### src/pds_pkg.sv
/*
  Constants, states and carrier type of the power-down sequencer.
  Assumes a 40 MHz block clock; times are converted to cycles here.
*/
package pds_pkg;

  // ************************************************************
  // Clock and timing
  // ************************************************************
  localparam int unsigned CLK_MHZ          = 40;
  localparam int unsigned T_MON4_MIN_US    = 52;
  localparam int unsigned T_MON4_MAX_US    = 120;
  localparam int unsigned T_MON5_MAX_US    = 1000;
  localparam int unsigned T_PARK_MAX_US    = 280;
  localparam int unsigned T_W2_MAX_US      = 500;
  // Whole microseconds times clock MHz, so no time needs rounding
  localparam int unsigned MON4_MIN_CYC     = T_MON4_MIN_US * CLK_MHZ;
  localparam int unsigned MON4_MAX_CYC     = T_MON4_MAX_US * CLK_MHZ;
  localparam int unsigned MON5_MAX_CYC     = T_MON5_MAX_US * CLK_MHZ;
  localparam int unsigned PARK_MAX_CYC     = T_PARK_MAX_US * CLK_MHZ;
  localparam int unsigned W2_MAX_CYC       = T_W2_MAX_US * CLK_MHZ;
  // Wait before parking: least time plus small margin for the synchroniser
  localparam int unsigned PARK_DLY_CYC     = MON4_MIN_CYC + 8;
  // Hold stages at half of their longest time
  localparam int unsigned PARK_HOLD_CYC    = PARK_MAX_CYC / 2;
  localparam int unsigned DISCH_HOLD_CYC   = W2_MAX_CYC / 2;
  localparam int unsigned CNT_W            = 16;

  // ************************************************************
  // Clock monitor: block clock cycles over 16 oscillator periods
  // ************************************************************
  localparam int unsigned OSC_KHZ          = 2000;
  localparam int unsigned MON_PERIODS      = 16;
  localparam int unsigned MON_NOM_CYC      = MON_PERIODS * CLK_MHZ * 1000 / OSC_KHZ;
  localparam logic [9:0]  MON_MIN_CYC      = 10'h118;
  localparam logic [9:0]  MON_MAX_CYC      = 10'h172;

  // ************************************************************
  // Sequencer states and output carrier
  // ************************************************************
  typedef enum logic [2:0] {
    ST_IDLE  = 3'b000,
    ST_ARMED = 3'b001,
    ST_PARK  = 3'b010,
    ST_DISCH = 3'b011,
    ST_DONE  = 3'b100
  } pds_state_type;

  typedef struct packed {
    logic mirror_park_n;
    logic offset_discharge;
    logic system_reset_n;
  } pds_ctl_type;

  localparam pds_ctl_type CTL_RESET = '{mirror_park_n: 1'b1, offset_discharge: 1'b0,
                                        system_reset_n: 1'b1};

endpackage

### src/pds_sequencer.sv
/*
  Power-down sequencer with clock monitor, all logic in one module.
  Assumes supply trip, system-on request and oscillator arrive as
  asynchronous pins; the block clock is the monitored sequencer clock.
*/
`timescale 1ns/1ps

// Behaviour
// - Start power-down on supply trip or request drop
// - Supply trip parks mirrors after 52 to 120 us
// - Request fall parks mirrors within 1 ms
// - Offset rail discharge within 280 us of parking
// - System reset low within 500 us of discharge
// - Monitor sequencer clock against internal oscillator
module pds_sequencer
  import pds_pkg::*;
#(
  parameter int unsigned PARK_HOLD  = PARK_HOLD_CYC,
  parameter int unsigned DISCH_HOLD = DISCH_HOLD_CYC
) (
  // Clock and reset
  input  wire logic clk_in,
  input  wire logic nrst_in,
  // Asynchronous sense pins
  input  wire logic main_supply_low_in,
  input  wire logic system_on_request_in,
  input  wire logic osc_clock_in,
  // Sequencer outputs
  output logic      mirror_park_n_out,
  output logic      mirror_offset_discharge_out,
  output logic      system_reset_n_out,
  output logic      sequence_active_out,
  output logic      clock_fault_out
);

  // ************************************************************
  // Input synchronisers
  // ************************************************************
  logic [1:0]    trip_sync;
  logic [2:0]    req_sync;
  logic [2:0]    osc_sync;
  logic          req_fall;
  logic          osc_rise;

  always_ff @(posedge clk_in or negedge nrst_in) begin
    if (!nrst_in) begin
      trip_sync <= 2'h0;
      req_sync  <= 3'h0;
      osc_sync  <= 3'h0;
    end else begin
      trip_sync <= {trip_sync[0], main_supply_low_in};
      req_sync  <= {req_sync[1:0], system_on_request_in};
      osc_sync  <= {osc_sync[1:0], osc_clock_in};
    end
  end

  // Only the second and third stages are looked at
  assign req_fall = req_sync[2] & ~req_sync[1];
  assign osc_rise = ~osc_sync[2] & osc_sync[1];

  // ************************************************************
  // Power-down state machine
  // ************************************************************
  pds_state_type state;
  pds_state_type next_state;
  logic [CNT_W-1:0] cnt;
  logic          trigger;
  logic          done_wait;
  logic [CNT_W-1:0] wait_len;
  pds_ctl_type   ctl;

  assign trigger = trip_sync[1] | req_fall;

  always_comb begin
    case (state)
      ST_ARMED: wait_len = CNT_W'(PARK_DLY_CYC);
      ST_PARK:  wait_len = CNT_W'(PARK_HOLD);
      ST_DISCH: wait_len = CNT_W'(DISCH_HOLD);
      default:  wait_len = CNT_W'(1);
    endcase
  end

  assign done_wait = (cnt == wait_len - CNT_W'(1));

  // Later triggers are ignored once running, so the order cannot break
  always_comb begin
    next_state = state;
    case (state)
      ST_IDLE:  if (trigger) next_state = ST_ARMED;
      ST_ARMED: if (done_wait) next_state = ST_PARK;
      ST_PARK:  if (done_wait) next_state = ST_DISCH;
      ST_DISCH: if (done_wait) next_state = ST_DONE;
      ST_DONE:  next_state = ST_DONE;
      default:  next_state = ST_IDLE;
    endcase
  end

  always_ff @(posedge clk_in or negedge nrst_in) begin
    if (!nrst_in) begin
      state <= ST_IDLE;
      cnt   <= '0;
    end else begin
      state <= next_state;
      cnt   <= (next_state != state) ? '0 : cnt + CNT_W'(1);
    end
  end

  // Outputs are registered from the next state so they change with it
  always_ff @(posedge clk_in or negedge nrst_in) begin
    if (!nrst_in) begin
      ctl <= CTL_RESET;
    end else begin
      ctl.mirror_park_n    <= !(next_state inside {ST_PARK, ST_DISCH, ST_DONE});
      ctl.offset_discharge <= (next_state inside {ST_DISCH, ST_DONE});
      ctl.system_reset_n   <= (next_state != ST_DONE);
    end
  end

  logic active;
  always_ff @(posedge clk_in or negedge nrst_in) begin
    if (!nrst_in) begin
      active <= 1'b0;
    end else begin
      active <= (next_state != ST_IDLE);
    end
  end

  assign mirror_park_n_out           = ctl.mirror_park_n;
  assign mirror_offset_discharge_out = ctl.offset_discharge;
  assign system_reset_n_out          = ctl.system_reset_n;
  assign sequence_active_out         = active;

  // ************************************************************
  // Clock monitor
  // ************************************************************
  // Ratio window tolerates oscillator spread and clock spread spectrum
  logic [3:0]    per_cnt;
  logic [9:0]    clk_cnt;
  logic          mon_run;
  logic          fault;

  always_ff @(posedge clk_in or negedge nrst_in) begin
    if (!nrst_in) begin
      per_cnt <= 4'h0;
      clk_cnt <= 10'h000;
      mon_run <= 1'b0;
      fault   <= 1'b0;
    end else begin
      if (osc_rise && per_cnt == 4'hf) begin
        // First window starts at reset release, not on an edge, so it is not judged
        clk_cnt <= 10'h001;
        mon_run <= 1'b1;
        if (mon_run && (clk_cnt < MON_MIN_CYC || clk_cnt > MON_MAX_CYC)) begin
          fault <= 1'b1;
        end
      end else if (clk_cnt != 10'h3ff) begin
        clk_cnt <= clk_cnt + 10'h001;
      end
      if (osc_rise) begin
        per_cnt <= per_cnt + 4'h1;
      end
      // A stopped oscillator also counts as a fault, whatever edge arrives
      if (clk_cnt == 10'h3ff) begin
        fault <= 1'b1;
      end
    end
  end

  assign clock_fault_out = fault;

  // ************************************************************
  // Checks
  // ************************************************************
  int unsigned since_trip;
  int unsigned since_stage;
  logic        by_trip;

  always_ff @(posedge clk_in or negedge nrst_in) begin
    if (!nrst_in) begin
      since_trip  <= 0;
      since_stage <= 0;
      by_trip     <= 1'b0;
    end else begin
      since_trip  <= (state == ST_IDLE) ? 0 : since_trip + 1;
      since_stage <= (next_state != state) ? 0 : since_stage + 1;
      if (state == ST_IDLE) begin
        by_trip <= trip_sync[1];
      end
    end
  end
endmodule // pds_sequencer

### config.mk
export PLATFORM = sky130hd
export DESIGN_NAME = pds_sequencer
export DESIGN_NICKNAME = d
export VERILOG_FILES = /design/src/pds_pkg.sv /design/src/pds_sequencer.sv
export SDC_FILE = /design/constraint.sdc
export NUM_CORES = 1
export LEC_CHECK = 0
export BUFFER_PORTS_ARGS = -buffer_cell sky130_fd_sc_hd__buf_2
export CAP_MARGIN = 15
export CORE_AREA = 2 2 96 98
export CTS_CLUSTER_DIAMETER = 30
export DETAILED_ROUTE_END_ITERATION = 10
export DIE_AREA = 0 0 98 100
export HOLD_SLACK_MARGIN = 0.12
export PLACE_DENSITY_LB_ADDON = 0.12
export SYNTH_ARGS = -nofsm -noshare
export SYNTH_HDL_FRONTEND = slang
export SYNTH_SLANG_ARGS = --single-unit
### constraint.sdc
create_clock -name clk_in -period 2.63 [get_ports clk_in]
set_input_delay 0.1315 -clock clk_in [delete_from_list [all_inputs] [get_ports clk_in]]
set_output_delay 0.1315 -clock clk_in [all_outputs]
set_load 0.05 [all_outputs]
==> results.md, run 1 <==
- Sequential area share after synthesis: 0.526
- Finish-stage setup viols: 0
- Die Span Y: 100 um
- Cell area after synthesis: 2240 um2
- Power per Cell Area: 927 nW/um2
- Vias in the first global route: 1609
- GPL Wtd Cong: 0.790
- TritonCTS Buffers: 5
- Multi-input gate area: 991 um2
- Core ar.: 8890 um2
- FF+latch count, synth: 47
- Tmin final: 2.16 ns
- Total grt overflow: 0
- Initial Util: 0.252
- 1st-iter DRT viols: 50
- Crit path required time: 2.80 ns
- Final worst-path setup slack: 0.469 ns
- Register area: 1180 um2
- Static Leakage: 1.01 nW
- Hold Buf Count CTS: 4
- FILL cells: 940
- DP HPWL: 3030 um
- Async S/R FF share, synth: 1.00
- CTS resizes: 0
- Routed vias: 1572
- Status: complete, no violations
- Post-route setup TNS: 0 ns
- FMAX: 463 MHz
- Yosys top cell by area: dfrtp_1
- Clock tree from TritonCTS: done
- Startpoint Class: flop
- Slew of the pin with the lowest slew margin: 0.590 ns
- # diodes: 0
- CP max FO: 13
- Drt total wl: 4380 um
- Clock skew: 0.0104 ns
- Worst slew margin: 0.604
- Reg2Reg Depth: 5
- Worst-path clk slew: 0.09 ns
- Post-synth EDFFs: 0
- Clock Sinks: 47
- # IOs: 10
- Period utilization: 0.822
- CP endpoint kind: flop
- DR DRC count: 0
- Final hold violation count: 0
- Avg Cell Area, Syn: 10.6 um2
- Worst skew pair latency: 0.30 ns
- Die ar.: 9800 um2
- Crit Path Class: reg -> reg
- Num rows: 35
- Critical Path AT: 2.33 ns
- Clock root cell: clkbuf_8
- Layout cells sized above 1: 0.137
- Gr usage total: 0.0977
- Clock Tree Buf Depth: 2
- Synth top area share: 0.503
- CTS H-tree depth: 2
- Post-CTS setup buffer count: 0
- Vias per cell: 4.65
- Final max-slew violation count: 0
- Ys Warns: 0
- Top FF cell, synth: dfrtp_1
- Pre-Repair DR Iteration Count: 5
- Pin count of the biggest net entering global routing: 31
- Synth area leaders: dfrtp_1 50%, nor3_1 4.5%, xnor2_1 3.9%
- Area delta synth->final: 14.0%
- Wire per inst: 13.0 um
- Initial antenna violation count: 0
- Syn Nets: 219
- Peak supply drop: 0.294 mV
- Die width: 98 um
- Maxcap violations: 0
- Final nets: 234
- Synthesized instance count: 211
- Distinct cells, synth: 50
- Worst min-delay path category: in -> async
- RSZ-0062 raised after global routing: false
- Pre-CTS setup slack: 0.508 ns
- PortBufs: 9
- Global-route wire length before repair: 7760 um
- Antenna-violating nets left: 0
synth_stat cells, drive strengths merged (3+ instances only):
master	instances
or3	3
ha	3
inv	3
nor2	20
a31oi	3
nand2	15
nor3b	3
nand3	11
nand4	3
dfrtp	45
buf	5
a21oi	5
nor3	21
and3	5
nand2b	3
xnor2	10
o21ai	6
mux2i	3
xor2	7
a211oi	4
cells in the final DEF, fill, tap and decap left out, types with 4 or more instances in the layout:
| cell | count |
|---|---|
| nand3_1 | 11 |
| nor2_1 | 20 |
| xor2_1 | 7 |
| nor3_1 | 20 |
| clkbuf_8 | 5 |
| dfrtp_1 | 45 |
| dlygate4sd3_1 | 4 |
| a21oi_1 | 5 |
| buf_2 | 9 |
| o21ai_0 | 5 |
| xnor2_1 | 10 |
| a211oi_1 | 4 |
| nand2_1 | 15 |
stage by stage:
step / instances / hold WS, ns / util / total power, mW / instance area [um2]
2_1_floorplan: 211 / -0.164 / - / 1.61 / 2240
3_3_place_gp: 326 / 0.103 / 0.268 / 1.76 / 2380
3_5_place_dp: 326 / 0.0946 / 0.268 / 1.76 / 2380
4_1_cts: 338 / 0.281 / 0.287 / 2.41 / 2550
5_1_grt: 338 / 0.325 / 0.287 / 2.56 / 2550
6_report: 338 / 0.286 / 0.287 / 2.37 / 2550
final timing paths:
kind / start / endpoint / slack [ns]
max in group asynchronous: nrst_in / cnt[11]$_DFF_PN0_ / 1.60
setup / recovery: state[0]$_DFF_PN0_ / cnt[5]$_DFF_PN0_ / 0.47
setup reg to reg: state[0]$_DFF_PN0_ / cnt[5]$_DFF_PN0_ / 0.47
hold / removal: nrst_in / trip_sync[0]$_DFF_PN0_ / 0.29
min in group clk_in: osc_sync[0]$_DFF_PN0_ / osc_sync[1]$_DFF_PN0_ / 0.35
hold reg to reg: osc_sync[0]$_DFF_PN0_ / osc_sync[1]$_DFF_PN0_ / 0.35
logic make-up after synthesis:
family	synth area share
adder cells (fa/ha/maj)	0.0168
XOR/XNOR	0.0665
flip-flops	0.526
AND/OR/NAND/NOR	0.226
multiplexers	0.0235
buffers and inverters	0.0313
AO/OA/AOI/OAI	0.109
worst max-delay path, stage by stage, from the launching register on:
cell and delay, ns:
dfrtp_1 0.49, nor3b_1 0.21, or3_4 0.35, a2111oi_4 0.50
and3_4 0.39, a2111oi_0 0.09
registers in the layout (all words and copies together), names as in the netlist:
signal / flops
mirror_offset_discharge_out: 1
cnt: 16
clock_fault_out: 1
mon_run: 1
system_reset_n_out: 1
state: 3
osc_sync: 3
mirror_park_n_out: 1
sequence_active_out: 1
per_cnt: 4
clk_cnt: 10
req_sync: 3
trip_sync: 2
per-layer routing:
layer,wire length (um),GRT usage,vias to the layer above
met5,0,0,-
met4,84,0.0385,0
met3,105,0.0174,7
met2,1940,0.154,19
met1,2250,0.134,757
li1,-,-,789
cell type report:
type,instances,share of cell area
clock buffers,6,0.0284
clock inverters,2,0.0235
inverters,3,0.00441
multi-input cells,154,0.388
flip-flops and latches,47,0.462
well taps,111,0.0544
repair buffers,15,0.0392
power by group:
part | total (mW) | internal [mW] | switching (mW) | leakage (nW)
Combinational | 0.647 | 0.282 | 0.365 | 0.369
Sequential | 1.09 | 0.907 | 0.186 | 0.580
Clock | 0.627 | 0.380 | 0.247 | 0.0654
Total | 2.37 | 1.57 | 0.797 | 1.01
Power figures use the tool's default switching activity.
==> inputs of run 2 (changes only) <==
clock period = 1.95 ns   (was 2.63 ns; I/O delays follow)
==> results.md, run 2 (synthesized netlist as in run 1, its figures left out) <==
- Die width: 98 um (unchanged)
- Finish-stage setup viols: 0 (unchanged)
- Die Span Y: 100 um (unchanged)
- FMAX: 523 MHz (+13%)
- DP HPWL: 3190 um (+5.0%)
- Pre-Repair DR Iteration Count: 4 (-1)
- Core ar.: 8890 um2 (unchanged)
- Pin count of the biggest net entering global routing: 48 (+55%)
- Clock skew: 0.00652 ns (-0.00392 ns)
- Initial antenna violation count: 0 (unchanged)
- Gr usage total: 0.105 (+0.00736)
- Layout cells sized above 1: 0.229 (+0.0920)
- CP endpoint kind: flop
- Post-route setup TNS: 0 ns (unchanged)
- Overall power: 3.23 mW (+36%)
- Maxcap violations: 0 (unchanged)
- Initial Util: 0.252 (unchanged)
- Vias per cell: 4.55 (-2.2%)
- TritonCTS Buffers: 5 (unchanged)
- Worst skew pair latency: 0.30 ns (about the same)
- CP max FO: 13 (unchanged)
- Post-CTS setup buffer count: 0 (unchanged)
- Final max-slew violation count: 0 (unchanged)
- Startpoint Class: flop
- Final worst-path setup slack: 0.0370 ns (-0.432 ns)
- Slew of the pin with the lowest slew margin: 0.613 ns (+0.0224 ns)
- Crit Path Class: reg -> reg
- Worst slew margin: 0.592 (-0.0128)
- Critical Path AT: 2.08 ns (-0.25 ns)
- Worst-path clk slew: 0.09 ns (about the same)
- Clock Sinks: 47 (unchanged)
- Clock root cell: clkbuf_8
- Clock Tree Buf Depth: 2 (unchanged)
- PortBufs: 9 (unchanged)
- GPL Wtd Cong: 0.741 (-6.2%)
- Pre-CTS setup slack: -0.00494 ns (-0.513 ns)
- # IOs: 10 (unchanged)
- Routed vias: 1620 (+3.1%)
- Most frequent cells in the layout: 44 x dfrtp_1, 20 x nor3_1, 20 x nor2_1, 19 x buf_4, 15 x nand2_1
- Crit path required time: 2.12 ns (-0.68 ns)
- Final hold violation count: 0 (unchanged)
- FILL cells: 932 (-0.85%)
- Die ar.: 9800 um2 (unchanged)
- Wire per inst: 12.9 um (-0.44%)
- Largest register FFs: 16 (unchanged)
- # diodes: 0 (unchanged)
- Largest registers: cnt: 16 flops, clk_cnt: 10 flops, per_cnt: 4 flops
- Global-route wire length before repair: 8370 um (+7.8%)
- DR DRC count: 0 (unchanged)
- Vias in the first global route: 1697 (+5.5%)
- Area delta synth->final: 21.3%
- Largest Register: cnt
- Static Leakage: 1.11 nW (+9.0%)
- Period utilization: 0.981 (+0.159)
- Worst min-delay path category: reg -> reg
- Power per Cell Area: 1190 nW/um2 (+28%)
- Peak supply drop: 0.493 mV (+68%)
- Clock tree from TritonCTS: done
- RSZ-0062 raised after global routing: true
- Antenna-violating nets left: 0 (unchanged)
- Drt total wl: 4600 um (+4.9%)
- Tmin final: 1.91 ns (-0.248 ns)
- Status: complete, no violations
- Final nets: 253 (+8.1%)
- Total grt overflow: 0 (unchanged)
- 1st-iter DRT viols: 41 (-18%)
- Commonest non-fill, non-tap cell in the layout: dfrtp_1
- Num rows: 35 (unchanged)
- CTS H-tree depth: 2 (unchanged)
==> run 2: per-stage QoR <==
step,area (um2),utilization,std cells,hold slack [ns]
finish,2720,0.306,356,0.355
global route,2720,0.306,356,0.367
CTS,2690,0.302,356,0.357
detailed placement,2530,0.285,345,0.207
global placement,2530,0.285,345,0.210
floorplan,2240,-,211,-0.198
==> run 2: final timing paths <==
kind / start / end / slack [ns] / depth (start not counted)
setup / recovery: state[2]$_DFF_PN0_ / cnt[7]$_DFF_PN0_ / 0.04 / 5
hold / removal: osc_sync[0]$_DFF_PN0_ / osc_sync[1]$_DFF_PN0_ / 0.35 / 0
setup reg to reg: state[2]$_DFF_PN0_ / cnt[7]$_DFF_PN0_ / 0.04 / 5
hold reg to reg: osc_sync[0]$_DFF_PN0_ / osc_sync[1]$_DFF_PN0_ / 0.35 / 0
max in group asynchronous: nrst_in / state[2]$_DFF_PN0_ / 1.08 / 3
min in group asynchronous: nrst_in / cnt[14]$_DFF_PN0_ / 0.41 / 3
==> run 2: timing repair <==
item	in CTS	in global routing
hold buffers	4	0
pin swaps	0	1
endpoints found under the hold margin	48	0
resized for setup	1	9
endpoints found under the setup margin	12	17
==> run 2: metal layers <==
metal / GRT usage / vias up / share of wire
li1: - / 823 / -
met1: 0.140 / 775 / 0.51
met2: 0.170 / 16 / 0.45
met3: 0.0230 / 6 / 0.020
met4: 0.0353 / 0 / 0.017
met5: 0 / - / 0
==> run 2: power breakdown <==
part | internal, mW | switching (mW) | total [mW]
Clock | 0.375 | 0.334 | 0.709
Combinational | 0.507 | 0.564 | 1.07
Sequential | 1.22 | 0.224 | 1.45
==> run 2: final cells by class <==
| class | count | area [um2] | area share |
|---|---|---|---|
| Clock buffer | 5 | 68.8 | 0.0253 |
| Clock inverter | 2 | 37.5 | 0.0138 |
| Inverter | 3 | 11.3 | 0.00414 |
| Multi-Input combinational cell | 154 | 1020 | 0.376 |
| Sequential cell | 47 | 1180 | 0.434 |
| Tap cell | 111 | 139 | 0.0511 |
| Timing Repair Buffer | 34 | 259 | 0.0953 |
==> run 2: critical path: stages (launching register included) <==
cell and delay (ns):
dfrtp_2 0.45, nand3b_1 0.24, mux2_2 0.34, a2111oi_4 0.33, and3_4 0.35, nor4_1 0.08
